$ cat src/clk_pwr_consts.svh
// constants for the clock, power mode and watchdog controller
`ifndef CLK_PWR_CONSTS_SVH
`define CLK_PWR_CONSTS_SVH

// ***************************************
// register map
// ***************************************
`define CTRL_ADDR 4'h0
`define STAT_ADDR 4'h1
`define CFG_ADDR 4'h2
`define CTRL_RST 16'h0000
`define CTRL_MASK 16'h01ff

// control field positions
`define CTL_SLOW_EN 0
`define CTL_SLOW_SEL 1
`define CTL_FAST_STOP 2
`define CTL_TICK_FAST 3
`define CTL_WAKE_IE 4
`define CTL_SLOW_SRC_LO 5
`define CTL_SLOW_SRC_HI 6
`define CTL_WDT_PER_LO 7
`define CTL_WDT_PER_HI 8

// status field positions
`define STA_MODE_LO 0
`define STA_MODE_HI 3
`define STA_EXPIRY 4
`define STA_PDOWN 5
`define STA_ON_SLOW 6
`define STA_SWITCHING 7

// config word fields
`define CFG_FAST_SRC_LO 8
`define CFG_FAST_SRC_HI 9
`define CFG_DOG_RST_EN 6

// fast source codes
`define FSRC_XTAL 2'h3
`define FSRC_PLL 2'h2
`define FSRC_IRC 2'h1
`define FSRC_ERC 2'h0

// ***************************************
// watchdog timing
// ***************************************
`define WDT_RC_TICK_US 500
`define WDT_P0_US 3500
`define WDT_P1_US 7000
`define WDT_P2_US 28000
`define WDT_P3_US 112000
`define WDT_CNT_W 8

`endif

$ cat src/clk_pwr_pkg.sv
// types for the clock, power mode and watchdog controller
package clk_pwr_pkg;

  // operating modes, one-hot
  typedef enum logic [3:0] {
    MODE_FAST = 4'b0001,
    MODE_SLOW = 4'b0010,
    MODE_IDLE = 4'b0100,
    MODE_STOP = 4'b1000
  } mode_t;

  // controller state
  typedef struct packed {
    mode_t mode;
    logic [15:0] ctrl;
    logic expiry;
    logic pdown;
    logic [1:0] s1;
    logic [1:0] s2;
    logic [1:0] s3;
    logic [1:0] f;
    logic cur_slow;
    logic gate_on;
    logic cpu_clk;
    logic [15:0] rdata;
    logic dog_rst;
  } ctl_state_t;

  // watchdog counter state
  typedef struct packed {
    logic s1;
    logic s2;
    logic s3;
    logic f;
    logic [7:0] cnt;
    logic ovf;
  } wdt_state_t;

endpackage

$ cat src/wdt_counter.sv
// shared watchdog and wake-up counter on the rc oscillator pin
`timescale 1ns/10ps
`include "clk_pwr_consts.svh"

module wdt_counter
  import clk_pwr_pkg::*;
(
  // clock and reset
  input wire logic sys_clk_i,
  input wire logic reset_i,
  // rc oscillator pin
  input wire logic rc_i,
  // control
  input wire logic run_i,
  input wire logic clear_i,
  input wire logic [1:0] period_sel_i,
  // overflow pulse
  output logic ovf_o
);

  wdt_state_t q, d;
  logic agree;
  logic tick;
  logic [7:0] limit;

  // overflow limit in rc ticks, rounded down
  always_comb begin
    unique case (period_sel_i)
      2'h0: limit = 8'(`WDT_P0_US / `WDT_RC_TICK_US);
      2'h1: limit = 8'(`WDT_P1_US / `WDT_RC_TICK_US);
      2'h2: limit = 8'(`WDT_P2_US / `WDT_RC_TICK_US);
      2'h3: limit = 8'(`WDT_P3_US / `WDT_RC_TICK_US);
    endcase
  end

  // sync, filter, count
  always_comb begin
    d = q;
    d.ovf = 1'b0;
    d.s1 = rc_i;
    d.s2 = q.s1;
    d.s3 = q.s2;
    agree = (q.s2 == q.s3);
    tick = agree & q.s3 & ~q.f;
    if (agree) begin
      d.f = q.s3;
    end
    if (clear_i || !run_i) begin
      d.cnt = '0;
    end else if (tick) begin
      if (q.cnt == limit - 8'h01) begin
        d.cnt = '0;
        d.ovf = 1'b1;
      end else begin
        d.cnt = q.cnt + 8'h01;
      end
    end
  end

  // state register
  always_ff @(posedge sys_clk_i) begin
    if (reset_i) begin
      q <= '0;
    end else begin
      q <= d;
    end
  end

  assign ovf_o = q.ovf;

  // checks
  clear_restart_a: assert property (
    @(posedge sys_clk_i) disable iff (reset_i)
    clear_i |=> (q.cnt == 8'h00) && !ovf_o)
    else $error("counter not restarted by clear");

  halt_counter_a: assert property (
    @(posedge sys_clk_i) disable iff (reset_i)
    !run_i [*2] |-> q.cnt == 8'h00 && !ovf_o)
    else $error("halted counter still counting");

  ovf_wrap_a: assert property (
    @(posedge sys_clk_i) disable iff (reset_i)
    ovf_o |-> q.cnt == 8'h00 && $past(q.cnt) == $past(limit) - 8'h01)
    else $error("overflow at wrong count");

endmodule // wdt_counter

$ cat src/clk_pwr_ctrl.sv
// dual clock selection, power modes and watchdog control
`timescale 1ns/10ps
`include "clk_pwr_consts.svh"

module clk_pwr_ctrl
  import clk_pwr_pkg::*;
(
  // clock and reset
  input wire logic sys_clk_i,
  input wire logic reset_i,
  // register port
  input wire logic [3:0] addr_i,
  input wire logic [15:0] wdata_i,
  input wire logic wr_i,
  input wire logic rd_i,
  output logic [15:0] rdata_o,
  // non-volatile configuration
  input wire logic [13:0] config_word_i,
  // instructions
  input wire logic sleep_i,
  input wire logic clear_dog_instruction_i,
  // wake sources
  input wire logic external_pin_interrupt_i,
  input wire logic port_a_wake_i,
  input wire logic port_b_wake_i,
  input wire logic rfc_int_i,
  input wire logic tick_int_i,
  // oscillator pins
  input wire logic fast_osc_i,
  input wire logic slow_osc_i,
  input wire logic wdt_rc_i,
  // oscillator control
  output logic fast_osc_en_o,
  output logic slow_osc_en_o,
  output logic wdt_rc_en_o,
  output logic [3:0] fast_src_o,
  output logic [3:0] slow_src_o,
  // clocks and run gates
  output logic cpu_clk_o,
  output logic cpu_run_o,
  output logic periph_run_o,
  output logic periph_on_slow_o,
  output logic tick_on_fast_o,
  output logic tick_run_o,
  // mode and watchdog events
  output logic [3:0] mode_o,
  output logic chip_reset_o,
  output logic wakeup_timer_irq_o
);

  ctl_state_t q, d;

  // ***************************************
  // decoded controls
  // ***************************************
  logic slow_en;
  logic slow_sel;
  logic fast_stop;
  logic wake_ie;
  logic watchdog_reset_enable;
  logic sleeping;
  logic wdt_run;
  logic wdt_clear;
  logic wdt_ovf;
  logic wakeup_timer_wake;
  logic idle_wake;
  logic stop_wake;
  logic lvl_cur;
  logic lvl_new;
  logic [1:0] agree;
  logic [15:0] status;

  // control bits and configuration
  assign slow_en = q.ctrl[`CTL_SLOW_EN];
  assign slow_sel = q.ctrl[`CTL_SLOW_SEL];
  assign fast_stop = q.ctrl[`CTL_FAST_STOP];
  assign wake_ie = q.ctrl[`CTL_WAKE_IE];
  assign watchdog_reset_enable = config_word_i[`CFG_DOG_RST_EN];
  assign sleeping = (q.mode == MODE_IDLE) || (q.mode == MODE_STOP);

  // ***************************************
  // watchdog and wake timer
  // ***************************************

  // rc runs per both enables awake, per wake enable only asleep
  always_comb begin
    if (sleeping) begin
      wdt_run = wake_ie;
    end else begin
      wdt_run = watchdog_reset_enable | wake_ie;
    end
  end

  // restart on clear-dog or watchdog reset
  assign wdt_clear = clear_dog_instruction_i | q.dog_rst;

  wdt_counter u_wdt (
    .sys_clk_i(sys_clk_i),
    .reset_i(reset_i),
    .rc_i(wdt_rc_i),
    .run_i(wdt_run),
    .clear_i(wdt_clear),
    .period_sel_i(q.ctrl[`CTL_WDT_PER_HI:`CTL_WDT_PER_LO]),
    .ovf_o(wdt_ovf)
  );

  // overflow becomes reset or wake interrupt
  assign wakeup_timer_irq_o = wdt_ovf & ~watchdog_reset_enable;
  assign wakeup_timer_wake = wakeup_timer_irq_o & wake_ie;
  assign wdt_rc_en_o = wdt_run;

  // wake qualifiers per sleep mode
  assign stop_wake = external_pin_interrupt_i | port_a_wake_i |
                     port_b_wake_i | wakeup_timer_wake;
  assign idle_wake = stop_wake | rfc_int_i | tick_int_i;

  // ***************************************
  // clock source switch levels
  // ***************************************
  assign lvl_cur = q.cur_slow ? q.f[1] : q.f[0];
  assign lvl_new = slow_sel ? q.f[1] : q.f[0];
  assign agree = ~(q.s2 ^ q.s3);

  // ***************************************
  // status word
  // ***************************************
  always_comb begin
    status = 16'h0000;
    status[`STA_MODE_HI:`STA_MODE_LO] = q.mode;
    status[`STA_EXPIRY] = q.expiry;
    status[`STA_PDOWN] = q.pdown;
    status[`STA_ON_SLOW] = q.cur_slow;
    // a gate closed for sleep is not a pending switch
    status[`STA_SWITCHING] = (q.cur_slow != slow_sel) |
                             (~q.gate_on & ~sleeping);
  end

  // ***************************************
  // next state
  // ***************************************
  always_comb begin
    d = q;
    d.dog_rst = 1'b0;

    // oscillator pin sync, change taken when stages agree
    d.s1 = {slow_osc_i, fast_osc_i};
    d.s2 = q.s1;
    d.s3 = q.s2;
    d.f = (agree & q.s3) | (~agree & q.f);

    // register writes
    if (wr_i && addr_i == `CTRL_ADDR) begin
      d.ctrl = wdata_i & `CTRL_MASK;
    end

    // register reads, data for one cycle only
    d.rdata = 16'h0000;
    if (rd_i) begin
      unique case (addr_i)
        `CTRL_ADDR: d.rdata = q.ctrl;
        `STAT_ADDR: d.rdata = status;
        `CFG_ADDR: d.rdata = {2'h0, config_word_i};
        default: d.rdata = 16'h0000;
      endcase
    end

    // mode sequencing
    unique case (q.mode)
      MODE_FAST, MODE_SLOW: begin
        if (sleep_i) begin
          d.pdown = 1'b1;
          d.mode = slow_en ? MODE_IDLE : MODE_STOP;
        end else begin
          d.mode = d.ctrl[`CTL_SLOW_SEL] ? MODE_SLOW : MODE_FAST;
        end
      end
      MODE_IDLE: begin
        if (idle_wake) begin
          d.mode = slow_sel ? MODE_SLOW : MODE_FAST;
        end
      end
      MODE_STOP: begin
        if (stop_wake) begin
          d.mode = slow_sel ? MODE_SLOW : MODE_FAST;
        end
      end
    endcase

    // expiry flag, set beats clear
    if (sleep_i || clear_dog_instruction_i) begin
      d.expiry = 1'b0;
    end
    if (clear_dog_instruction_i && !(sleep_i && !sleeping)) begin
      d.pdown = 1'b0; // sleep set wins
    end
    if (wdt_ovf && watchdog_reset_enable) begin
      d.expiry = 1'b1;
      d.dog_rst = 1'b1;
    end

    // glitch-free source switch, gates only change on a low level
    if (q.gate_on) begin
      if ((q.cur_slow != slow_sel || sleeping) && !lvl_cur) begin
        d.gate_on = 1'b0;
      end
    end else if (!sleeping && !lvl_new) begin
      d.cur_slow = slow_sel;
      d.gate_on = 1'b1;
    end
    d.cpu_clk = q.gate_on & lvl_cur;

    // watchdog reset restores controls, flags survive
    if (q.dog_rst) begin
      d.ctrl = `CTRL_RST;
      d.mode = MODE_FAST;
    end
  end

  // ***************************************
  // state register
  // ***************************************
  always_ff @(posedge sys_clk_i) begin
    if (reset_i) begin
      q <= '0;
      q.mode <= MODE_FAST;
      q.ctrl <= `CTRL_RST;
      q.gate_on <= 1'b1;
    end else begin
      q <= d;
    end
  end

  // ***************************************
  // outputs
  // ***************************************

  // register port and mode
  assign rdata_o = q.rdata;
  assign mode_o = q.mode;
  assign chip_reset_o = q.dog_rst;
  assign cpu_clk_o = q.cpu_clk;

  // fast source from config word, one-hot
  always_comb begin
    fast_src_o = 4'h0;
    unique case (config_word_i[`CFG_FAST_SRC_HI:`CFG_FAST_SRC_LO])
      `FSRC_XTAL: fast_src_o = 4'h8;
      `FSRC_PLL: fast_src_o = 4'h4;
      `FSRC_IRC: fast_src_o = 4'h2;
      `FSRC_ERC: fast_src_o = 4'h1;
    endcase
  end

  // slow source from control field, one-hot
  always_comb begin
    slow_src_o = 4'h0;
    slow_src_o[q.ctrl[`CTL_SLOW_SRC_HI:`CTL_SLOW_SRC_LO]] = 1'b1;
  end

  // oscillator enables
  assign fast_osc_en_o = ~sleeping &
                         ((q.mode == MODE_FAST) | ~fast_stop);
  assign slow_osc_en_o = (~sleeping & (slow_en | slow_sel)) |
                         (q.mode == MODE_IDLE);

  // run gates per mode
  assign cpu_run_o = ~sleeping;
  assign periph_run_o = ~sleeping;
  assign periph_on_slow_o = (q.mode == MODE_SLOW);
  assign tick_on_fast_o = (q.mode == MODE_FAST) &
                          q.ctrl[`CTL_TICK_FAST];
  assign tick_run_o = (q.mode != MODE_STOP) &
                      ((q.mode != MODE_IDLE) | slow_en);

  // ***************************************
  // checks
  // ***************************************
  fast_after_reset_a: assert property (
    @(posedge sys_clk_i)
    $past(reset_i) && !reset_i |-> mode_o == MODE_FAST)
    else $error("not in fast mode after reset");

  idle_entry_a: assert property (
    @(posedge sys_clk_i) disable iff (reset_i)
    sleep_i && !sleeping && slow_en && !q.dog_rst
    |=> mode_o == MODE_IDLE && !cpu_run_o)
    else $error("sleep with slow clock did not enter idle");

  stop_entry_a: assert property (
    @(posedge sys_clk_i) disable iff (reset_i)
    sleep_i && !sleeping && !slow_en && !q.dog_rst
    |=> mode_o == MODE_STOP && !slow_osc_en_o && !fast_osc_en_o)
    else $error("sleep without slow clock did not stop");

  slow_keep_a: assert property (
    @(posedge sys_clk_i) disable iff (reset_i)
    !sleeping && slow_sel |-> slow_osc_en_o)
    else $error("slow oscillator off while selected");

  stop_hold_a: assert property (
    @(posedge sys_clk_i) disable iff (reset_i)
    mode_o == MODE_STOP && !stop_wake && !q.dog_rst
    |=> mode_o == MODE_STOP)
    else $error("stop mode left without a wake source");

  idle_wake_a: assert property (
    @(posedge sys_clk_i) disable iff (reset_i)
    mode_o == MODE_IDLE && tick_int_i |=> !sleeping)
    else $error("tick interrupt did not wake idle");

  dog_reset_a: assert property (
    @(posedge sys_clk_i) disable iff (reset_i)
    wdt_ovf && watchdog_reset_enable |=> chip_reset_o && q.expiry ##1
    mode_o == MODE_FAST && q.ctrl == `CTRL_RST)
    else $error("watchdog overflow did not reset controls");

  flag_keep_a: assert property (
    @(posedge sys_clk_i) disable iff (reset_i)
    chip_reset_o && q.pdown && !clear_dog_instruction_i |=> q.pdown)
    else $error("power-down flag lost on watchdog reset");

  rc_stop_a: assert property (
    @(posedge sys_clk_i) disable iff (reset_i)
    !sleeping && !watchdog_reset_enable && !wake_ie |-> !wdt_rc_en_o)
    else $error("rc oscillator running with both enables off");

  clk_glitch_a: assert property (
    @(posedge sys_clk_i) disable iff (reset_i)
    $fell(q.gate_on) |-> !cpu_clk_o && !$past(lvl_cur))
    else $error("clock gate closed on a high level");

endmodule // clk_pwr_ctrl

$ cat config.mk
export PLATFORM = sky130hd
export DESIGN_NAME = clk_pwr_ctrl
export DESIGN_NICKNAME = d
export VERILOG_FILES = /design/src/clk_pwr_pkg.sv /design/src/wdt_counter.sv /design/src/clk_pwr_ctrl.sv
export VERILOG_INCLUDE_DIRS = /design/src /design/src/src
export SDC_FILE = /design/constraint.sdc
export NUM_CORES = 1
export LEC_CHECK = 0
export BUFFER_PORTS_ARGS = -buffer_cell sky130_fd_sc_hd__buf_4
export CORE_ASPECT_RATIO = 1.2
export CORE_MARGIN = 5
export CORE_UTILIZATION = 52
export CTS_BUF_LIST = sky130_fd_sc_hd__clkbuf_4 sky130_fd_sc_hd__clkbuf_8
export DETAILED_ROUTE_END_ITERATION = 8
export GPL_TIMING_DRIVEN = 0
export MAX_ROUTING_LAYER = met4
export PLACE_DENSITY = 0.81
export SYNTH_ARGS = -nofsm -noshare
export SYNTH_HDL_FRONTEND = slang
export SYNTH_HIERARCHICAL = 1
export SYNTH_SLANG_ARGS = --single-unit
export TNS_END_PERCENT = 50
$ cat constraint.sdc
create_clock -name sys_clk_i -period 1.9 [get_ports sys_clk_i]
set_input_delay 0.19 -clock sys_clk_i [delete_from_list [all_inputs] [get_ports sys_clk_i]]
set_output_delay 0.19 -clock sys_clk_i [all_outputs]
set_load 0.02 [all_outputs]
Word-level counts from Yosys, hierarchy flattened. Cells that the tools add are included.

Bits in registers: 56. Input port bits: 48. Output and inout bits: 39.

Add/subtract/negate cells: 2. Magnitude comparators: 2. Equality and inequality tests: 19. Muxes and demuxes: 24. Bitwise operators: 35. Reductions and logical operators: 29.

Operator list (number): $pmux 14 s3 (1); $pmux 8 s4 (1); $mux 4 (4); $pmux 4 s4 (1); $or 1x1->1 (12); $pmux 4 s3 (1); $mux 1 (11); $and 1x1->1 (10); $reduce_or 2->1 (5); $add 8x1->8 const B (1); $eq 2x2->1 const B (4); $eq 4x1->1 const B (2); $eq 4x2->1 const B (2); $eq 8x8->1 (1); $mux 8 (1); $sub 8x1->8 const B (1); $logic_and 1x1->1 (7); $not 1->1 (7); $mux 2 (3); $reduce_and 2->1 (3); $logic_not 1->1 (5); $and 2x2->2 (2); $eq 2x1->1 const B (2); $eq 4x3->1 const B (1); other kinds (17) (23).

Logic depth before layout (Yosys ltp). Gate-level depths: netlist of run 1.

Word-level depth: 8. Depth in mapped cells: 7.

Hierarchy. The synthesis of run 1 kept the hierarchy.

By module, submodules not included: clk_pwr_ctrl (times used 1, cells an instance 219, area each 1924.3 µm², sequential area each 820.8 µm²); wdt_counter (times used 1, cells an instance 68, area each 664.4 µm², sequential area each 260.2 µm²).

Least setup slack after synthesis of run 1. OpenSTA, ideal clock, no wires.

Kind: reg-to-reg. Start point: register q, in the netlist mode_o[2]. End point: register u_wdt/q[2] in the netlist's numbering. Library setup time: 0.080 ns. Arrival: 1.895 ns. Required time: 1.820 ns. Path slack: -0.075 ns. Stages on the path, launching flop included: 7. Buffers on the path: 0. Clock period less this slack: 1.975 ns. Cell sequence: dfxtp_1 > nor2b_1 > o21a_4 > inv_1 > a21o_1 > nor3b_1 > nor3b_1.

Word-level cells in the longest chain between the ends: 6.

RTL lines: start: declaration (RTL line clk_pwr_ctrl.sv:51) `ctl_state_t q, d;`; $eq 4x3->1 / $eq 4x4->1 (equally long branches) (RTL line clk_pwr_ctrl.sv:79) `assign sleeping = (q.mode == MODE_IDLE) || (q.mode == MODE_STOP);`; $logic_or 1x1->1 * (RTL line clk_pwr_ctrl.sv:79); $mux 1 * (RTL line clk_pwr_ctrl.sv:87) `if (sleeping) begin`; net wdt_rc_en_o (RTL line clk_pwr_ctrl.sv:35) `output logic wdt_rc_en_o,`; $logic_not 1->1 * (RTL line wdt_counter.sv:48) `if (clear_i || !run_i) begin`; $logic_or 1x1->1 * (RTL line wdt_counter.sv:48); $reduce_or 2->1 (no source line) *; end signal: assignment (RTL line wdt_counter.sv:63) `q <= '0;`; end signal: assignment (RTL line wdt_counter.sv:65) `q <= d;`; end: declaration (RTL line wdt_counter.sv:21) `wdt_state_t q, d;`.

Mark *: on every way through the listed nets, which the timed path passes. The rest lies on a longest branch. A chain may end at the register's enable or synchronous reset.

Worst setup path in the final report of run 1.
Start point: register q, in the netlist mode_o[3]. End point: output wdt_rc_en_o.

Word-level cells in the longest chain between the ends: 3.

RTL lines (RTL line): $eq 4x3->1 / $eq 4x4->1 (equally long branches) (clk_pwr_ctrl.sv:79); $logic_or 1x1->1 * (clk_pwr_ctrl.sv:79); $mux 1 * (clk_pwr_ctrl.sv:87); end: declaration (clk_pwr_ctrl.sv:35).

Mark *: on every way between the ends. The rest lies on a longest branch, timed or not.

==> out/results.tsv, run 1 <==
stage	metric	value	unit
route	drt wl/cell	13.6	microns
place	Detailed Place HPWL	4580	microns
setup_path	Setup CP Type	flip-flop to output pin	
route	Via Count	2210	
logic_synthesis	FF+latch count, synth	54	
logic_synthesis	most frequent cells after synthesis	54 x dfxtp_1, 43 x nor2_1, 21 x buf_4	
cts	clock latency on the worst-skew pair	300	ps
sta	Slew HR	61.2	%
logic_synthesis	Mean Syn Cell Area	9.02	sq um
pwr	Power per Cell Area	601	mW/mm^2
setup_path	worst-path fanout max	9	
logic_synthesis	post-synthesis cell area	0.00259	sq mm
cts	CTS H-tree depth	2	
flow_run	max-cap violation count	0	
sta	FMAX	556	MHz
sta	Hold Fails Final Rpt	0	
place	GP Congestion	0.874	
cts	CTS Root Cell	clkbuf_8	
logic_synthesis	Cell variety after synth	50	
setup_path	CP max stage cell	dfxtp_2	
place	IO Port Bufs	77	
logic_synthesis	post-synth top area cell	dfxtp_1	
logic_synthesis	ys async rst share	0	%
route	Pre-Repair DR Iteration Count	4	
setup_path	Startpoint Class	flip-flop	
route	drt drc	0	
sta	RSZ-0062 raised after global routing	yes	
layout	Nets	424	
global_route	GRT overflow	0	
die	Die Y	87.3	microns
sta	# setup viols final	0	
logic_synthesis	Synth Instances	287	
sta	Worst-Margin Slew	583	ps
logic_synthesis	prevailing post-synth register cell	dfxtp_1	
layout	layout cells sized above 1	33.2	%
die	Die ar.	0.00650	sq mm
logic_synthesis	synthesis warning total	6	
logic_synthesis	Post-synth EDFFs	0	
sta	Max Slew Vio Count	0	
sta	Worst Skew	10.8	ps
setup_path	crit-path max cell delay	410	ps
setup_path	reg2reg setup slack	140	ps
setup_path	CP cell instances	nor2b_4, o21a_4, inv_1, a21o_1, buf_4	
logic_synthesis	area fraction of the dominant cell type after synthesis	41.8	%
cts	clk buf depth	2	
place	placed instance count	425	
die	Initial Util	53.2	%
setup_path	worst r2r src	mode_o[2]$_SDFFE_PP0P_	
global_route	vias in the first global route	2061	
route	drt total wl	5900	microns
global_route	largest net degree at the start of global routing	16	
die	Die X	74.4	microns
route	post-route ant nets	0	
layout	ant diodes	0	
route	vias per cell	5.09	
worst_hold_path	worst min path class	input port to flip-flop	
die	row cnt	28	
sta	Hold WS	77.7	ps
pwr	Pleak	1.50	nW
logic_synthesis	Seq/Total Area, Yosys	41.8	%
cts	CTS buffer count	5	
cts	Clock Sinks	54	
sta	crit share post-route	94.6	%
setup_path	crit path DAT	1610	ps
cts	CTS tree	yes	
logic_synthesis	most frequent cell after synthesis	dfxtp_1	
logic_synthesis	ranking of synthesized cells by area	dfxtp_1 42%, mux2i_1 7.3%, nor2_1 6.2%	
die	Core Footprint	0.00487	sq mm
setup_path	required time of the critical path	1710	ps
global_route	GRT Total Usage	18.6	%
sta	Final min period	1800	ps
setup_path	CP Launch Point	mode_o[3]$_SDFFE_PP0P_	
cts	Clock transition at path regs	100	ps
global_route	initial antenna violation count	0	
setup_path	worst path bufs/invs	2	
layout	Non-Filler Instances	434	
pwr	Peak VDD IR	362	uV
global_route	first-pass GRT wire length	9350	microns
worst_hold_path	hold path start	config_word_i[10]	
setup_path	Top delay family on crit path	compound AO/OA/AOI/OAI gates	
status	outcome	finished, final reports clean	
die	I/O pin count	87	
setup_path	CP Capture Type	output pin	
layout	area delta synth->final	30.3	%
route	DR iter-0 viols	88	
==> area by class of cell <==
type / count / area [sq um]
Fill cell: 391 / 1500
Multi-Input combinational cell: 200 / 1320
Sequential cell: 54 / 1090
Timing Repair Buffer: 78 / 586
Buffer: 29 / 196
Clock buffer: 6 / 76.3
Tap cell: 60 / 75.1
Inverter: 6 / 22.5
Clock inverter: 1 / 7.51
==> through the flow <==
stage                     TNS (ps)  utilization, %  instance area (sq um)  setup WS (ps)  total power, mW
after floorplan                  0               -                   2600           80.3             1.31
after global placement           0            66.8                   3250           22.9             1.42
after CTS                        0            68.7                   3340           61.4             2.04
after global routing         -23.6            69.3                   3370          -14.8             2.11
final                            0            69.3                   3370            102             2.03
after detailed placement     -23.4            66.8                   3250          -23.4             1.42
==> worst reg2reg max path, stage by stage (launching register included) <==
cell and delay, ps:
dfxtp_4 390, nor2b_1 150, o21a_4 250, inv_1 160
a21o_1 200, nor3b_4 290, buf_4 160, nand2_1 40
nor2_1 70
==> registers in the layout, summed over array words and instances, names as in the netlist, named ones only <==
| register | flops |
|---|---|
| q | 14 |
| rdata_o | 14 |
| u_wdt/q | 10 |
| d | 4 |
| mode_o | 4 |
| u_wdt/d | 2 |
| chip_reset_o | 1 |
| cpu_clk_o | 1 |
| fast_stop | 1 |
| u_wdt/ovf_o | 1 |
==> path summary, 6_finish.rpt <==
check / to / cells after the start
setup / recovery: wdt_rc_en_o / 5
hold / removal: rdata_o[10]$_SDFF_PP0_ / 2
setup reg to reg: u_wdt/q[3]$_SDFFE_PP0N_ / 8
hold reg to reg: d[22]$_SDFF_PP0_ / 1
==> cells by family (layout without fill, tap and decap cells) <==
kind of cell               count (synthesis)  count (layout)  share of synthesized area, %
xor gates and xnor gates                  10              10                          3.38
AOI/OAI and AO/OA                         46              46                          11.7
DFF                                       54              54                          41.8
muxes                                     20              20                          7.78
and+or+nand+nor                          119             120                          25.8
other                                      1               2                         0.145
buffers and inverters                     35             120                          8.46
adders and majority gates                  2               2                         0.966
==> repair_timing <==
action,in CTS,in global routing
buffers inserted,0,1
hold buffers,0,0
cloned,0,1
setup endpoints to repair,8,8
resized for setup,3,3
pin swaps,0,0
==> cells in the final DEF, fill, tap and decap left out, types with 4 or more instances in the layout <==
cell      netlist  layout
nor2b_1        18      18
o21ai_0        10      10
nor2_1         43      42
clkbuf_8        0       5
nand2_1         9       9
xor2_1          4       4
inv_1           6       6
nand3b_1        4       4
dfxtp_1        54      52
a21oi_1        15      15
and2_1          9       9
a211oi_1        4       4
nor3_1          4       4
xnor2_1         6       6
nor3b_1         9       8
buf_4          21      99
mux2i_1        19      19
clkbuf_1        5       5
==> per-layer routing <==
metal  routed length (microns)  track usage [%]
met3                       514             4.73
met2                      2950             31.3
met4                        29             4.53
met5                         0                -
met1                      2400             22.1
==> report_power, final <==
group | leakage [nW] | total, mW | internal, mW | switching [mW]
clock | 0.0407 | 0.623 | 0.268 | 0.355
sequential | 0.439 | 1.16 | 1.15 | 0.0146
combinational | 1.02 | 0.242 | 0.129 | 0.112
total | 1.50 | 2.03 | 1.54 | 0.482
(Power assumes the default switching activity.)
==> run 2, diff against run 1 <==
--- a/config.mk
+++ b/config.mk
@@ -6,8 +6,8 @@
 export SDC_FILE = /design/constraint.sdc
 export NUM_CORES = 1
 export LEC_CHECK = 0
-export BUFFER_PORTS_ARGS = -buffer_cell sky130_fd_sc_hd__buf_4
-export CORE_ASPECT_RATIO = 1.2
+export BUFFER_PORTS_ARGS = -buffer_cell sky130_fd_sc_hd__buf_2
+export CORE_ASPECT_RATIO = 1.75
 export CORE_MARGIN = 5
 export CORE_UTILIZATION = 52
 export CTS_BUF_LIST = sky130_fd_sc_hd__clkbuf_4 sky130_fd_sc_hd__clkbuf_8
@@ -19,4 +19,3 @@
 export SYNTH_HDL_FRONTEND = slang
 export SYNTH_HIERARCHICAL = 1
 export SYNTH_SLANG_ARGS = --single-unit
-export TNS_END_PERCENT = 50
==> out/results.tsv, run 2 (synthesized netlist as in run 1, its figures left out) <==
stage	metric	value	unit
status	outcome	finished, final reports clean	
die	I/O pin count	87	
route	vias per cell	5.33	
route	drt total wl	6020	microns
layout	Non-Filler Instances	431	
place	IO Port Bufs	77	
pwr	Logic pwr share	10.1	%
route	Via Count	2296	
sta	Slew HR	58.3	%
place	GP Congestion	0.969	
layout	most frequent cells in the layout	78 x buf_2, 50 x dfxtp_1, 42 x nor2_1	
global_route	largest net degree at the start of global routing	18	
global_route	first-pass GRT wire length	9730	microns
cts	CTS H-tree depth	2	
setup_path	CP max stage cell	dfxtp_4	
layout	area delta synth->final	24.6	%
global_route	vias in the first global route	2217	
layout	layout cells sized above 1	34.5	%
sta	setup tns final	0	ps
sta	Final min period	1860	ps
setup_path	reg2reg setup slack	160	ps
global_route	GRT Total Usage	18.9	%
layout	commonest non-fill, non-tap cell in the layout	buf_2	
sta	Hold WS	70.9	ps
global_route	GRT overflow	0	
worst_hold_path	Hold Path Sink	rdata_o[11]$_SDFF_PP0_	
worst_hold_path	hold path start	config_word_i[11]	
pwr	Pwr Total	2.15	mW
setup_path	crit-path max cell delay	410	ps
pwr	Peak VDD IR	768	uV
cts	Clock Sinks	54	
die	Die X	63.3	microns
sta	Worst-Margin Slew	626	ps
pwr	Power per Cell Area	667	mW/mm^2
setup_path	CP cell instances	nor2b_1, o21a_4, clkinvlp_4, a21o_1, buf_2	
pwr	Seq pwr share	54.0	%
pwr	switching pwr	0.513	mW
setup_path	worst-path fanout max	9	
route	DR iter-0 viols	103	
pwr	Clock Power Share	35.9	%
setup_path	worst r2r src	q[37]$_SDFFE_PP0N_	
worst_hold_path	worst min path class	input port to flip-flop	
cts	CTS tree	yes	
route	Pre-Repair DR Iteration Count	4	
cts	CTS buffer count	5	
sta	crit share post-route	98.1	%
cts	Clock transition at path regs	100	ps
setup_path	reg-to-reg endpoint	u_wdt/ovf_o$_SDFF_PP0_	
die	Initial Util	52.9	%
cts	clock latency on the worst-skew pair	310	ps
pwr	Pleak	1.48	nW
place	Detailed Place HPWL	4540	microns
setup_path	cell depth of the worst flop-to-flop path	4	
cts	clk buf depth	2	
die	Die ar.	0.00655	sq mm
layout	Nets	426	
cts	CTS Root Cell	clkbuf_8	
sta	Hold Fails Final Rpt	0	
sta	# setup viols final	0	
die	Die Y	103	microns
layout	ant diodes	0	
route	drt wl/cell	14.0	microns
place	placed instance count	419	
die	row cnt	34	
sta	Max Slew Vio Count	0	
route	post-route ant nets	0	
layout	Finished Cell Area	0.00323	sq mm
place	placed cell area	0.00305	sq mm
setup_path	CP Capture Type	output pin	
die	Core Footprint	0.00489	sq mm
pwr	internal power	1.64	mW
layout	fillcell total	413	
setup_path	required time of the critical path	1710	ps
global_route	initial antenna violation count	0	
setup_path	crit path DAT	1670	ps
flow_run	max-cap violation count	0	
sta	Worst Skew	7.60	ps
pwr	switching part of the total	23.8	%
setup_path	Startpoint Class	flip-flop	
route	drt drc	0	
worst_hold_path	worst hold stages	2	
setup_path	Setup CP Type	flip-flop to output pin	
sta	FMAX	536	MHz
[run 2: changes by cell type in the layout (fill, tap and decap cells not counted), moves of 2 or more]
cell        before  now
buf_2            1   78
buf_4           99   24
clkinvlp_4       1    3
dfxtp_1         52   50
[run 2: power groups by stage]
stage | logic, mW | clock network [mW] | registers [mW]
final | 0.218 | 0.772 | 1.16
after global routing | 0.241 | 0.830 | 1.17
after CTS | 0.208 | 0.790 | 1.16
after detailed placement | 0.206 | 0 | 1.19
after global placement | 0.203 | 0 | 1.19
after floorplan | 0.121 | 0 | 1.18
[run 2: worst max-delay path by stage]
stage / end / depth (start not counted) / slack (ps) / startpoint
global placement: u_wdt/q[5]$_SDFFE_PP0N_ / 6 / 60 / mode_o[2]$_SDFFE_PP0P_
finish: wdt_rc_en_o / 5 / 40 / mode_o[2]$_SDFFE_PP0P_
global route: wdt_rc_en_o / 5 / -20 / mode_o[2]$_SDFFE_PP0P_
CTS: wdt_rc_en_o / 5 / 2 / mode_o[3]$_SDFFE_PP0P_
detailed placement: u_wdt/q[4]$_SDFFE_PP0N_ / 6 / 10 / mode_o[2]$_SDFFE_PP0P_
floorplan: u_wdt/q[2]$_SDFFE_PP0N_ / 6 / 80 / mode_o[2]$_SDFFE_PP0P_
[run 2: critical path: cells and delay by family, from the launching register on]
family | cells | cell delay (ps)
AO/OA/AOI/OAI | 2 | 440
buffers and inverters | 2 | 340
flip-flops | 1 | 410
AND/OR/NAND/NOR | 1 | 180
[run 2: layer usage]
layer,GRT usage [%],vias up,wire [microns]
li1,-,1150,-
met1,19.3,1052,2310
met2,33.3,79,3110
met3,4.32,15,401
met4,10.1,0,206
met5,-,-,0
[run 2: cell type report]
cell class	count	area, sq um	share of cell area [%]
plain buffers	29	196	6.09
clock buffers	5	68.8	2.13
clock inverters	3	45.0	1.40
inverters	6	26.3	0.814
multi-input cells	200	1320	41.0
flip-flops and latches	54	1090	33.8
well taps	54	67.6	2.09
repair buffers	80	408	12.6
[run 2: timing repair]
| item | 4_1_cts | 5_1_grt |
|---|---|---|
| buffers inserted | 0 | 3 |
| pin swaps | 0 | 1 |
| gates resized for setup | 2 | 8 |
| endpoints found under the setup margin | 2 | 11 |
| cloned | 0 | 1 |
| hold buffers | 0 | 0 |
[run 2: stage by stage]
stage               utilization (%)  setup slack, ps
global route                   66.0            -20.4
finish                         66.0             35.2
floorplan                         -             80.3
CTS                            64.8             2.08
global placement               62.4             57.7
detailed placement             62.4             10.0
